==> config.mk <==
export PLATFORM = sky130hd
export DESIGN_NAME = imi_top
export DESIGN_NICKNAME = d
export VERILOG_FILES = /design/src/rtl/imi_pkg.sv /design/src/rtl/imi_top.sv
export VERILOG_INCLUDE_DIRS = /design/src /design/src/rtl
export SDC_FILE = /design/constraint.sdc
export NUM_CORES = 1
export LEC_CHECK = 0
export BUFFER_PORTS_ARGS = -buffer_cell sky130_fd_sc_hd__buf_2
export CAP_MARGIN = 20
export CORE_MARGIN = 2
export CORE_UTILIZATION = 59
export CTS_BUF_LIST = sky130_fd_sc_hd__clkbuf_8
export CTS_CLUSTER_DIAMETER = 100
export DETAILED_ROUTE_END_ITERATION = 16
export PLACE_DENSITY = 0.83
export SYNTH_ARGS = -nofsm -noshare
export SYNTH_HDL_FRONTEND = slang
export SYNTH_SLANG_ARGS = --single-unit
==> constraint.sdc <==
create_clock -name sys_clk -period 3.1 [get_ports sys_clk]
set_input_delay 0.62 -clock sys_clk [delete_from_list [all_inputs] [get_ports sys_clk]]
set_output_delay 0.62 -clock sys_clk [all_outputs]
set_load 0.005 [all_outputs]
==> src/rtl/imi_defines.svh <==
// Register offsets, field positions, reset values and counts of the I2C block.
`ifndef IMI_DEFINES_SVH
`define IMI_DEFINES_SVH
`define IMI_A_CTRL   8'h00
`define IMI_A_STAT   8'h04
`define IMI_A_DATA   8'h08
`define IMI_A_OADR   8'h0C
`define IMI_A_CDIV   8'h10
`define IMI_C_PE     0
`define IMI_C_START  1
`define IMI_C_STOP   2
`define IMI_C_ACK    3
`define IMI_C_ITE    4
`define IMI_C_ENGC   5
`define IMI_C_FAST   6
`define IMI_F_SB     0
`define IMI_F_ADSL   1
`define IMI_F_BTF    2
`define IMI_F_AF     3
`define IMI_F_BERR   4
`define IMI_F_STOPF  5
`define IMI_F_ARLO   6
`define IMI_OA_TEN   15
`define IMI_CTRL_RST 7'h00
`define IMI_OADR_RST 16'h0000
`define IMI_CDIV_RST 16'h32C8
`define IMI_HDR      5'h1E
`define IMI_GC       8'h00
`define IMI_CNT_ACK  4'h8
`define IMI_CNT_END  4'h9
`define IMI_RESP_OK  2'h0
`define IMI_RESP_ERR 2'h2
`endif

==> src/rtl/imi_pkg.sv <==
// Types shared by the I2C block.
package imi_pkg;
   typedef enum logic [3:0] {
      ST_IDLE = 4'h0,
      ST_STA  = 4'h1,
      ST_WAIT = 4'h2,
      ST_LOW  = 4'h3,
      ST_HIGH = 4'h4,
      ST_RS1  = 4'h5,
      ST_RS2  = 4'h6,
      ST_SP1  = 4'h7,
      ST_SP2  = 4'h8,
      ST_SP3  = 4'h9
   } imi_mst_t;
endpackage

==> src/rtl/imi_top.sv <==
// Multimaster I2C bus interface with an AXI4-Lite register port.
//
// How it works
// - Slave role after reset and when idle.
// - Generated start switches the block to master.
// - Arbitration loss or own stop returns slave.
// - Master drives the clock line for transfers.
// - Start and stop only on software request.
// - Slave matches own 7/10-bit or general call.
// - General call matching has a software enable.
// - Bytes shift eight bits, MSB first.
// - First byte(s) after start carry address.
// - Only the master ever sends the address.
// - Ninth clock carries receiver acknowledge.
// - Acknowledge generation has a software enable.
// - Own address and general call programmable.
// - Software picks standard or fast speed.
// - Hold clock low until transmit byte written.
// - Hold clock low until received byte read.
// - Clock comes from a programmable divider.
// - Disabled block releases both bus pins.
// - Handshake by flags or enabled event output.
// - Start taken only while bus is free.
// - Misplaced start/stop sets bus error flag.
//
// Local design decisions: the address map and the AXI4-Lite slave port.
`timescale 1ns/1ps
`include "imi_defines.svh"
module imi_top (
   input  wire logic        sys_clk,
   input  wire logic        rst_n,
   input  wire logic [7:0]  s_axi_awaddr,
   input  wire logic        s_axi_awvalid,
   output logic             s_axi_awready,
   input  wire logic [31:0] s_axi_wdata,
   input  wire logic [3:0]  s_axi_wstrb,
   input  wire logic        s_axi_wvalid,
   output logic             s_axi_wready,
   output logic [1:0]       s_axi_bresp,
   output logic             s_axi_bvalid,
   input  wire logic        s_axi_bready,
   input  wire logic [7:0]  s_axi_araddr,
   input  wire logic        s_axi_arvalid,
   output logic             s_axi_arready,
   output logic [31:0]      s_axi_rdata,
   output logic [1:0]       s_axi_rresp,
   output logic             s_axi_rvalid,
   input  wire logic        s_axi_rready,
   input  wire logic        serialDataPin,
   output logic             serialDataOut,
   output logic             serialDataOe,
   input  wire logic        serialClockPin,
   output logic             serialClockOut,
   output logic             serialClockOe,
   output logic             evtIrq
);
   imi_pkg::imi_mst_t mst_q, mst_d;
   logic [1:0]  sdaSync_q, sclSync_q;
   logic        sda_q, scl_q, awready_q, bvalid_q, arready_q, rvalid_q;
   logic [1:0]  bresp_q, rresp_q;
   logic [31:0] rdata_q;
   logic [6:0]  ctrl_q, flag_q;
   logic [15:0] oadr_q, div_q;
   logic [7:0]  tmr_q, tmr_d, sh_q, dr_q;
   logic [3:0]  cnt_q;
   logic [1:0]  phase_q;
   logic        msl_q, tra_q, sel_q, ten_q, gc_q, busy_q, hold_q;
   logic        engLow_q, adrByte_q, sdaOe_q, sclOe_q, irq_q;

   wire sdaLine  = sdaSync_q[1];
   wire sclLine  = sclSync_q[1];
   wire sclRise  = sclLine & ~scl_q;
   wire sclFall  = ~sclLine & scl_q;
   wire startDet = sclLine & scl_q & sda_q & ~sdaLine;
   wire stopDet  = sclLine & scl_q & ~sda_q & sdaLine;
   wire ctrlPe   = ctrl_q[`IMI_C_PE];
   wire ctrlAck  = ctrl_q[`IMI_C_ACK];
   wire startReq = ctrl_q[`IMI_C_START];
   wire stopReq  = ctrl_q[`IMI_C_STOP];
   wire tenMode  = oadr_q[`IMI_OA_TEN];
   wire cntAck   = cnt_q == `IMI_CNT_ACK;
   wire cntEnd   = cnt_q == `IMI_CNT_END;
   wire cntData  = cnt_q < `IMI_CNT_ACK;
   wire fall8    = sclFall & cntAck;
   wire fall9    = sclFall & cntEnd;
   wire tmrDone  = tmr_q == 8'h00;

   // Register bus decode.
   wire wrFire  = awready_q & s_axi_awvalid & s_axi_wvalid;
   wire rdFire  = arready_q & s_axi_arvalid;
   wire wrGo    = s_axi_awvalid & s_axi_wvalid & ~awready_q & ~bvalid_q;
   wire rdGo    = s_axi_arvalid & ~arready_q & ~rvalid_q;
   wire wCtrl   = s_axi_awaddr == `IMI_A_CTRL;
   wire wStat   = s_axi_awaddr == `IMI_A_STAT;
   wire wData   = s_axi_awaddr == `IMI_A_DATA;
   wire wOadr   = s_axi_awaddr == `IMI_A_OADR;
   wire wCdiv   = s_axi_awaddr == `IMI_A_CDIV;
   wire wMapped = wCtrl | wStat | wData | wOadr | wCdiv;
   wire rCtrl   = s_axi_araddr == `IMI_A_CTRL;
   wire rStat   = s_axi_araddr == `IMI_A_STAT;
   wire rData   = s_axi_araddr == `IMI_A_DATA;
   wire rOadr   = s_axi_araddr == `IMI_A_OADR;
   wire rCdiv   = s_axi_araddr == `IMI_A_CDIV;
   wire rMapped = rCtrl | rStat | rData | rOadr | rCdiv;
   wire lane0   = s_axi_wstrb[0];
   wire [15:0] wMask = {{8{s_axi_wstrb[1]}}, {8{s_axi_wstrb[0]}}};
   wire drWr    = wrFire & wData & lane0;
   wire drRd    = rdFire & rData;
   wire drAcc   = drWr | drRd;
   wire drLoad  = drWr & (hold_q | mst_q == imi_pkg::ST_WAIT);

   // Address matching.
   wire hdrHit  = tenMode & sh_q[7:3] == `IMI_HDR
                  & sh_q[2:1] == oadr_q[9:8];
   wire m7Hit   = ~tenMode & sh_q[7:1] == oadr_q[6:0];
   wire gcHit   = ctrl_q[`IMI_C_ENGC] & sh_q == `IMI_GC;
   wire ph1     = phase_q == 2'h1;
   wire ph2     = phase_q == 2'h2;
   wire hdrOnly = ph1 & hdrHit & ~sh_q[0];
   wire firstHit = ph1 & (m7Hit | gcHit | hdrOnly
                   | hdrHit & sh_q[0] & ten_q);
   wire secondHit = ph2 & sh_q == oadr_q[7:0];
   wire addrHit = ~msl_q & (firstHit | secondHit);
   wire selHit  = addrHit & ~hdrOnly;
   wire txAct   = tra_q & (msl_q | sel_q);
   wire ackOut  = ctrlAck & (~tra_q & (msl_q | sel_q) | addrHit);

   // Event sources.
   wire staTake = mst_q == imi_pkg::ST_IDLE & startReq
                  & ~busy_q & ctrlPe;
   wire rsTake  = mst_q == imi_pkg::ST_WAIT & ~stopReq & startReq;
   wire stopDone = mst_q == imi_pkg::ST_SP3 & tmrDone;
   wire sbSet   = mst_q == imi_pkg::ST_STA & tmrDone;
   wire adslSet = fall8 & selHit;
   wire btfSet  = fall9 & (msl_q | sel_q & ~adrByte_q);
   wire afSet   = sclRise & cntAck & txAct & sdaLine;
   wire arloSet = sclRise & cntData & msl_q & tra_q
                  & ~engLow_q & ~sdaLine;
   wire berrSet = (startDet | stopDet) & cnt_q != 4'h0;
   wire stopfSet = stopDet & sel_q;
   wire [6:0] flagSet = {arloSet, stopfSet, berrSet, afSet,
                         btfSet, adslSet, sbSet};
   wire [6:0] flagClr = ({7{wrFire & wStat & lane0}} & s_axi_wdata[6:0])
                        | ({7{drAcc}} & 7'h07);
   wire evf = |flag_q;
   wire [31:0] statWord = {20'h00000, gc_q, tra_q, msl_q, busy_q,
                           evf, flag_q};
   wire [31:0] rdMux = rCtrl ? {25'h0000000, ctrl_q} :
                       rStat ? statWord :
                       rData ? {24'h000000, dr_q} :
                       rOadr ? {16'h0000, oadr_q} :
                       rCdiv ? {16'h0000, div_q} : 32'h00000000;
   wire [7:0] halfCnt = ctrl_q[`IMI_C_FAST] ? div_q[15:8] : div_q[7:0];
   wire sdaLowM = mst_q == imi_pkg::ST_STA | mst_q == imi_pkg::ST_SP1
                  | mst_q == imi_pkg::ST_SP2;
   // Data stays low in the wait state so it never rises with clock high.
   wire keepLow = sdaOe_q & (mst_q == imi_pkg::ST_WAIT);
   wire sclLowM = mst_q == imi_pkg::ST_WAIT | mst_q == imi_pkg::ST_LOW
                  | mst_q == imi_pkg::ST_RS1 | mst_q == imi_pkg::ST_SP1;
   wire msl_d   = (staTake | msl_q) & ~arloSet & ~stopDone & ctrlPe;

   // Bus pins pass two flip-flops before use.
   always_ff @(posedge sys_clk or negedge rst_n)
      if (!rst_n)
      begin
         sdaSync_q <= 2'h3;
         sclSync_q <= 2'h3;
         sda_q     <= 1'b1;
         scl_q     <= 1'b1;
      end
      else
      begin
         sdaSync_q <= {sdaSync_q[0], serialDataPin};
         sclSync_q <= {sclSync_q[0], serialClockPin};
         sda_q     <= sdaSync_q[1];
         scl_q     <= sclSync_q[1];
      end

   // AXI4-Lite handshakes.
   always_ff @(posedge sys_clk or negedge rst_n)
      if (!rst_n)
      begin
         awready_q <= 1'b0;
         bvalid_q  <= 1'b0;
         bresp_q   <= `IMI_RESP_OK;
         arready_q <= 1'b0;
         rvalid_q  <= 1'b0;
         rresp_q   <= `IMI_RESP_OK;
         rdata_q   <= 32'h00000000;
      end
      else
      begin
         awready_q <= wrGo;
         arready_q <= rdGo;
         if (wrFire)
         begin
            bvalid_q <= 1'b1;
            bresp_q  <= wMapped ? `IMI_RESP_OK : `IMI_RESP_ERR;
         end
         else if (s_axi_bready)
            bvalid_q <= 1'b0;
         if (rdFire)
         begin
            rvalid_q <= 1'b1;
            rresp_q  <= rMapped ? `IMI_RESP_OK : `IMI_RESP_ERR;
            rdata_q  <= rdMux;
         end
         else if (s_axi_rready)
            rvalid_q <= 1'b0;
      end

   // Software registers; start and stop bits clear when carried out.
   always_ff @(posedge sys_clk or negedge rst_n)
      if (!rst_n)
      begin
         ctrl_q <= `IMI_CTRL_RST;
         oadr_q <= `IMI_OADR_RST;
         div_q  <= `IMI_CDIV_RST;
         flag_q <= 7'h00;
      end
      else
      begin
         if (wrFire & wCtrl & lane0)
            ctrl_q <= s_axi_wdata[6:0];
         else
         begin
            ctrl_q[`IMI_C_START] <= startReq & ~staTake & ~rsTake;
            ctrl_q[`IMI_C_STOP]  <= stopReq & ~stopDone;
         end
         if (wrFire & wOadr)
            oadr_q <= oadr_q & ~wMask | s_axi_wdata[15:0] & wMask;
         if (wrFire & wCdiv)
            div_q <= div_q & ~wMask | s_axi_wdata[15:0] & wMask;
         flag_q <= ctrlPe ? flag_q & ~flagClr | flagSet : 7'h00;
      end

   // Master sequencer: start, clock phases, repeated start and stop.
   always_comb
   begin
      mst_d = mst_q;
      tmr_d = tmrDone ? 8'h00 : tmr_q - 8'h01;
      case (mst_q)
         imi_pkg::ST_IDLE:
            if (staTake)
            begin
               mst_d = imi_pkg::ST_STA;
               tmr_d = halfCnt;
            end
         imi_pkg::ST_STA:
            if (tmrDone)
               mst_d = imi_pkg::ST_WAIT;
         imi_pkg::ST_WAIT:
            if (stopReq | startReq | drAcc)
            begin
               mst_d = stopReq ? imi_pkg::ST_SP1 :
                       startReq ? imi_pkg::ST_RS1 : imi_pkg::ST_LOW;
               tmr_d = halfCnt;
            end
         imi_pkg::ST_LOW, imi_pkg::ST_RS1, imi_pkg::ST_SP1:
            if (tmrDone)
            begin
               mst_d = mst_q == imi_pkg::ST_LOW ? imi_pkg::ST_HIGH :
                       mst_q == imi_pkg::ST_RS1 ? imi_pkg::ST_RS2 :
                       imi_pkg::ST_SP2;
               tmr_d = halfCnt;
            end
         imi_pkg::ST_HIGH, imi_pkg::ST_RS2, imi_pkg::ST_SP2:
            if (!sclLine)
               tmr_d = halfCnt;
            else if (tmrDone)
            begin
               mst_d = mst_q == imi_pkg::ST_RS2 ? imi_pkg::ST_STA :
                       mst_q == imi_pkg::ST_SP2 ? imi_pkg::ST_SP3 :
                       cntEnd ? imi_pkg::ST_WAIT : imi_pkg::ST_LOW;
               tmr_d = halfCnt;
            end
         imi_pkg::ST_SP3:
            if (tmrDone)
               mst_d = imi_pkg::ST_IDLE;
         default:
            mst_d = imi_pkg::ST_IDLE;
      endcase
      if (arloSet | ~ctrlPe)
         mst_d = imi_pkg::ST_IDLE;
   end

   always_ff @(posedge sys_clk or negedge rst_n)
      if (!rst_n)
      begin
         mst_q <= imi_pkg::ST_IDLE;
         tmr_q <= 8'h00;
         msl_q <= 1'b0;
      end
      else
      begin
         mst_q <= mst_d;
         tmr_q <= tmr_d;
         msl_q <= msl_d;
      end

   // Bit counter, address phase and bus busy tracking.
   always_ff @(posedge sys_clk or negedge rst_n)
      if (!rst_n)
      begin
         cnt_q     <= 4'h0;
         phase_q   <= 2'h0;
         adrByte_q <= 1'b0;
         busy_q    <= 1'b0;
      end
      else if (!ctrlPe | startDet | stopDet)
      begin
         cnt_q   <= 4'h0;
         phase_q <= {1'b0, ctrlPe & startDet};
         busy_q  <= ctrlPe & startDet;
      end
      else
      begin
         if (sclRise & ~cntEnd)
            cnt_q <= cnt_q + 4'h1;
         else if (fall9)
            cnt_q <= 4'h0;
         if (fall8)
         begin
            adrByte_q <= phase_q != 2'h0;
            phase_q   <= {~msl_q & hdrOnly, 1'b0};
         end
      end

   // Shift register, MSB first, and received byte latch.
   always_ff @(posedge sys_clk or negedge rst_n)
      if (!rst_n)
      begin
         sh_q <= 8'h00;
         dr_q <= 8'h00;
      end
      else
      begin
         if (drLoad)
            sh_q <= s_axi_wdata[7:0];
         else if (sclRise & cntData)
            sh_q <= {sh_q[6:0], sdaLine};
         if (fall9)
            dr_q <= sh_q;
      end

   // Data line drive: data bits while clock low, then acknowledge.
   always_ff @(posedge sys_clk or negedge rst_n)
      if (!rst_n)
         engLow_q <= 1'b0;
      else if (!ctrlPe | stopDet | afSet | arloSet)
         engLow_q <= 1'b0;
      else if (drLoad)
         engLow_q <= txAct & ~s_axi_wdata[7];
      else if (sclFall)
         engLow_q <= cnt_q == 4'h0 ? 1'b0 :
                     cntData ? txAct & ~sh_q[7] :
                     cntAck & ackOut;

   // Slave selection and transfer direction.
   always_ff @(posedge sys_clk or negedge rst_n)
      if (!rst_n)
      begin
         sel_q <= 1'b0;
         tra_q <= 1'b0;
         ten_q <= 1'b0;
         gc_q  <= 1'b0;
      end
      else if (!ctrlPe | stopDet)
      begin
         sel_q <= 1'b0;
         tra_q <= 1'b0;
         ten_q <= 1'b0;
         gc_q  <= 1'b0;
      end
      else if (staTake)
         tra_q <= 1'b1;
      else if (startDet | afSet & ~msl_q)
         sel_q <= 1'b0;
      else if (fall8 & selHit)
      begin
         sel_q <= 1'b1;
         tra_q <= ph1 & sh_q[0];
         ten_q <= ten_q | ph2;
         gc_q  <= ph1 & gcHit;
      end
      else if (fall9 & msl_q & adrByte_q)
         tra_q <= ~sh_q[0];

   // Slave clock stretch until software services the data register.
   always_ff @(posedge sys_clk or negedge rst_n)
      if (!rst_n)
         hold_q <= 1'b0;
      else if (!ctrlPe | startDet | stopDet)
         hold_q <= 1'b0;
      else if (fall9 & sel_q & ~msl_q)
         hold_q <= 1'b1;
      else if (drAcc)
         hold_q <= 1'b0;

   // Registered pin drives and event output.
   always_ff @(posedge sys_clk or negedge rst_n)
      if (!rst_n)
      begin
         sdaOe_q <= 1'b0;
         sclOe_q <= 1'b0;
         irq_q   <= 1'b0;
      end
      else
      begin
         sdaOe_q <= ctrlPe & (sdaLowM | keepLow | engLow_q);
         sclOe_q <= ctrlPe & (sclLowM | hold_q);
         irq_q   <= ctrl_q[`IMI_C_ITE] & evf;
      end

   assign s_axi_awready  = awready_q;
   assign s_axi_wready   = awready_q;
   assign s_axi_bresp    = bresp_q;
   assign s_axi_bvalid   = bvalid_q;
   assign s_axi_arready  = arready_q;
   assign s_axi_rdata    = rdata_q;
   assign s_axi_rresp    = rresp_q;
   assign s_axi_rvalid   = rvalid_q;
   assign serialDataOut  = 1'b0;
   assign serialClockOut = 1'b0;
   assign serialDataOe   = sdaOe_q;
   assign serialClockOe  = sclOe_q;
   assign evtIrq         = irq_q;
endmodule // imi_top

== After elaboration in Yosys (flattened, before gate mapping) ==
Index checks and enable logic that the tools add are counted.

* Add/subtract/negate cells: 2
* $lt $le $gt $ge: 1
* Eq/ne operators: 35
* Multiplexer cells: 68
* Bitwise gates (word level): 159
* Reduce and logical (&&, ||, !) cells: 27

{| class="wikitable"
|+ Operator list
! operator !! count
|-
| bitwise AND 1 bit || 85
|-
| two-way mux 16 bit || 5
|-
| two-way mux 8 bit || 8
|-
| two-way mux 4 bit || 15
|-
| bitwise AND 16 bit || 3
|-
| OR 1 bit || 37
|-
| == test 8 x 4 -> 1 bit, second input constant || 4
|-
| logical NOT 8 bit || 4
|-
| OR 16 bit || 2
|-
| one-hot mux 8 bit (4 select lines) || 1
|-
| two-way mux 1 bit || 30
|-
| inverter 1 bit || 26
|-
| one-hot mux 4 bit (6 select lines) || 1
|-
| == test 4 x 3 -> 1 bit, second input constant || 4
|-
| == test 4 bit, second input constant || 4
|-
| == test 8 x 3 -> 1 bit, second input constant || 2
|-
| == test 8 x 5 -> 1 bit, second input constant || 2
|-
| inverter 16 bit || 1
|-
| bitwise AND 7 bit || 2
|-
| inequality test 3 bit, second input constant || 4
|-
| nonzero test 2 bit || 6
|-
| nonzero test 3 bit || 4
|-
| two-way mux 2 bit || 5
|-
| inequality test 3 x 2 -> 1 bit, second input constant || 3
|-
| 27 further kinds || 34
|}

* Bits in registers: 138
* Output and inout bits: 46

== Longest topological paths before layout ==
* Depth in word-level cells: 18
* Depth in mapped cells: 9
* Depth with buffers taken out: 8

== Worst setup path before layout ==
No wires, ideal clock.

* Path type: input to register
* Start: input port s_axi_awaddr[1]
* End: register mst_q[0]
* Data arrival time: 2266 ps
* Required time: 2978 ps
* Setup slack: 712 ps
* Cell stages on the path: 6
* Cell sequence: or4_4 nor4_4 a21oi_2 a211oi_4 mux2i_1 nor2_1

* Longest elaborated chain between the ends: 7

{| class="wikitable"
|+ RTL lines
! what !! line !! text
|-
| start, declared || imi_top.sv:32 || <nowiki>input wire logic [7:0] s_axi_awaddr,</nowiki>
|-
| == test 8 x 4 -> 1 bit (no source line) || -- ||
|-
| bitwise AND 1 bit (2 in a row) || imi_top.sv:107 || <nowiki>wire drWr = wrFire & wData & lane0;</nowiki>
|-
| OR 1 bit || imi_top.sv:109 || <nowiki>wire drAcc = drWr | drRd;</nowiki>
|-
| OR 1 bit || imi_top.sv:253 || <nowiki>if (stopReq | startReq | drAcc)</nowiki>
|-
| inequality test 3 x 1 -> 1 bit (no source line) || -- ||
|-
| AND reduction 7 bit (no source line) || -- ||
|-
| end signal, assigned || imi_top.sv:290 || <nowiki>mst_q <= imi_pkg::ST_IDLE;</nowiki>
|-
| end signal, assigned || imi_top.sv:296 || <nowiki>mst_q <= mst_d;</nowiki>
|-
| end, declared || imi_top.sv:57 || <nowiki>imi_pkg::imi_mst_t mst_q, mst_d;</nowiki>
|}

No other way between the ends.
A chain may end at the register's enable or synchronous reset.

== Worst setup path after layout ==
* Start: register tmr_q[0]
* End: register tmr_q[4]

* Longest elaborated chain between the ends: 5
* Elaborated cells between the ends (all ways): 8

{| class="wikitable"
|+ RTL lines
! what !! line !! text
|-
| start, declared || imi_top.sv:64 || <nowiki>logic [7:0] tmr_q, tmr_d, sh_q, dr_q;</nowiki>
|-
| start signal, assigned || imi_top.sv:297 || <nowiki>tmr_q <= tmr_d;</nowiki>
|-
| subtractor 8 x 1 -> 8 bit / logical NOT 8 bit (equally long branches) || imi_top.sv:241, imi_top.sv:86 ||
|-
| two-way mux 8 bit || imi_top.sv:241 || <nowiki>tmr_d = tmrDone ? 8'h00 : tmr_q - 8'h01;</nowiki>
|-
| two-way mux 8 bit || imi_top.sv:260, imi_top.sv:270 ||
|-
| two-way mux 8 bit || imi_top.sv:268 || <nowiki>if (!sclLine)</nowiki>
|-
| one-hot mux 8 bit (4 select lines) * || imi_top.sv:242 || <nowiki>case (mst_q)</nowiki>
|-
| net tmr_d[4] || imi_top.sv:64 ||
|}

Mark *: on every way through the listed nets, which the timed path passes. The rest lies on a longest branch.

==> metrics <==
fmax=392 MHz; fraction of layout cells with a size suffix above 1=24.6%; Initial Utilization=60.7%; synthesized area per cell=9.83 µm²; GPL Wtd Cong=0.930; crit path kind=reg2reg; htree depth=4; Final Non-Filler Cells=893; Setup TNS=0 ps; FF+latch area=3020 µm²; CP max FO=10; Post-Route WL=17100 µm; total CTS buffers=17; total power=3.95 mW; Final Setup Violations=0; FP Rows=38; DR DRC count=0; Leakage=3.35 nW; r2r worst-path depth=9; antenna viol nets, final=0; synthesized area=6600 µm²; core area=10900 µm²; drt wl/cell=19.2 µm; YS warnings=0; area occupied by multi-input gates=3320 µm²; worst slack, placed=342 ps; max-slew violations=0; CTS tree=built; Syn Inst Count=672; CP endpoint kind=flip-flop; Slew Limit Headroom=48.6%; Clock Tree Buf Depth=2; R2R Setup Slk=550 ps; DR vias/cell=6.24; # diodes=0; clk_skew=10.6 ps; FFs w/ async S/R, synth=100%; dpl cell area=7060 µm²; Overall Global Routing Usage=30.7%; critical path required time=3400 ps; FF-to-FF Start=tmr_q[0]; R2R Path End=tmr_q[4]; Detailed Routing Iterations Pass 1=6; Critical Path AT=2850 ps; smallest hold slack=265 ps; PD cells=529 nW/µm²; post-synthesis cell type count=69; RSZ-0062 raised after global routing=no; Hold Crit Class=in2async; post-CTS setup buffers=0; status=finished clean; Worst-path clk slew=70 ps; I/O Buffers=68; EDFF count, synth=0; Root Driver=clkbuf_8; period utilization=82.2%; # placed instances=862; max_cap viols=0; register bit count reported by yosys=120; Final Util=68.6%; clk_lat worst skew=430 ps; synthesis-to-finish area growth=13.1%; Final Hold Fails=0; Post-CTS Hold Fix Bufs=0; design area=7470 µm²; pin count of the biggest net entering global routing=61; post-DP HPWL=12500 µm; vias in the first global route=5467; Iteration-0 DRC Markers=489; initial antenna violation count=0; Slew @ Worst Pin=770 ps; Tmin final=2550 ps; clk sinks=120; Remaining Overflow, GRT=0; Primary FF master, synth=dfrtp_1; die width=110 µm; fill cell count=834; first-pass GRT wire length=27800 µm; IO Count=107; die area=12100 µm²; Vias=5570; crit path launch type=flip-flop; final setup margin=552 ps; die height=110 µm; Max rail drop VDD=0.462 mV; sequential share of the synthesized area=45.7%; # nets final=806; post_cts resized=0
cell type report:
| class | instances | area share, % |
|---|---|---|
| inverter | 16 | 0.804 |
| multi-input combinational | 501 | 44.4 |
| clock buffer | 18 | 3.32 |
| tap | 140 | 2.35 |
| clock inverter | 13 | 2.21 |
| sequential | 120 | 40.4 |
| timing repair buffer | 85 | 6.47 |
worst max-delay path, cell delays in order, from the launching register on:
cell,delay [ps]
dfrtp_1,410
inv_1,70
ha_1,190
or3b_2,510
nor4b_1,440
buf_4,260
or2_2,140
nor2_1,40
a311oi_1,250
o21ai_0,110
logic make-up (layout without fill, tap and decap cells):
logic type                 after synthesis  in the layout  share of synthesized area [%]
DFF                                    120            120                           45.7
and+or+nand+nor                        226            226                           17.6
xor gates and xnor gates                22             22                           2.92
muxes                                   71             71                           11.7
adders and majority gates                4              4                          0.758
other                                    1             20                         0.0568
buffers and inverters                   70            132                           5.19
AOI/OAI and AO/OA                      158            158                           16.1
power breakdown:
| part | switching, mW | internal [mW] | total [mW] |
|---|---|---|---|
| Clock | 0.619 | 0.876 | 1.50 |
| Sequential | 0.162 | 1.67 | 1.83 |
| Combinational | 0.326 | 0.294 | 0.621 |
| Total | 1.11 | 2.84 | 3.95 |
placed cells by master (no fill, tap or decap), types with 13 or more instances in the layout:
master	n
mux2i_1	23
inv_1	21
a21oi_1	28
dfrtp_1	108
nand2_1	68
mux2_2	48
conb_1	20
buf_4	17
nor2_1	52
a22oi_1	16
nor2b_1	14
o21ai_0	40
clkbuf_8	18
nor3_1	13
buf_2	67
worst max-delay path by stage:
stage / slack (ps) / depth (start not counted) / to / start
2_1_floorplan: 710 / 6 / mst_q[0] / s_axi_awaddr[1]
3_3_place_gp: 420 / 5 / flip-flop / s_axi_awaddr[1]
3_5_place_dp: 340 / 5 / flip-flop / s_axi_awaddr[1]
4_1_cts: 570 / 9 / tmr_q[4] / tmr_q[0]
5_1_grt: 430 / 9 / tmr_q[7] / tmr_q[0]
6_report: 550 / 9 / tmr_q[4] / tmr_q[0]
cells in the mapped netlist, types with 3 or more instances:
library cell    n  area [µm²]
dfstp_2        12         315
clkbuf_1       31         116
inv_1          16        60.1
a211o_1         3        26.3
nand2_1        68         255
nor2_1         52         195
o21ai_0        40         200
xnor2_1        12         105
o2bb2ai_1       6        52.6
nand4b_1        3        26.3
a32oi_1         3        26.3
nand4_1         9        56.3
nor2b_1        14        87.6
nand2b_1        5        31.3
a21boi_0        8        60.1
xor2_1         10        87.6
nor4_1          6        37.5
mux2_2         48         541
a21oi_1        28         140
a21o_1          6        45.0
and2_1          6        37.5
a22oi_1        16         120
nor3b_1         5        37.5
and3b_1         3        26.3
nand3_1        12        60.1
nor3_1         13        65.1
or3_1           8        50.1
nand3b_1        5        37.5
dfrtp_1       108        2700
a2bb2oi_1       4        35.0
o31ai_1         3        22.5
o211ai_1        5        37.5
mux2i_1        23         230
buf_4          21         158
o22ai_1         9        56.3
ha_1            4        50.1
routing by layer:
layer | global-route usage [%] | wire length (µm)
met1 | 40.3 | 7050
met3 | 6.88 | 1340
met5 | 0 | 0
met4 | 10.9 | 309
met2 | 50.0 | 8410
(Power assumes the default switching activity.)
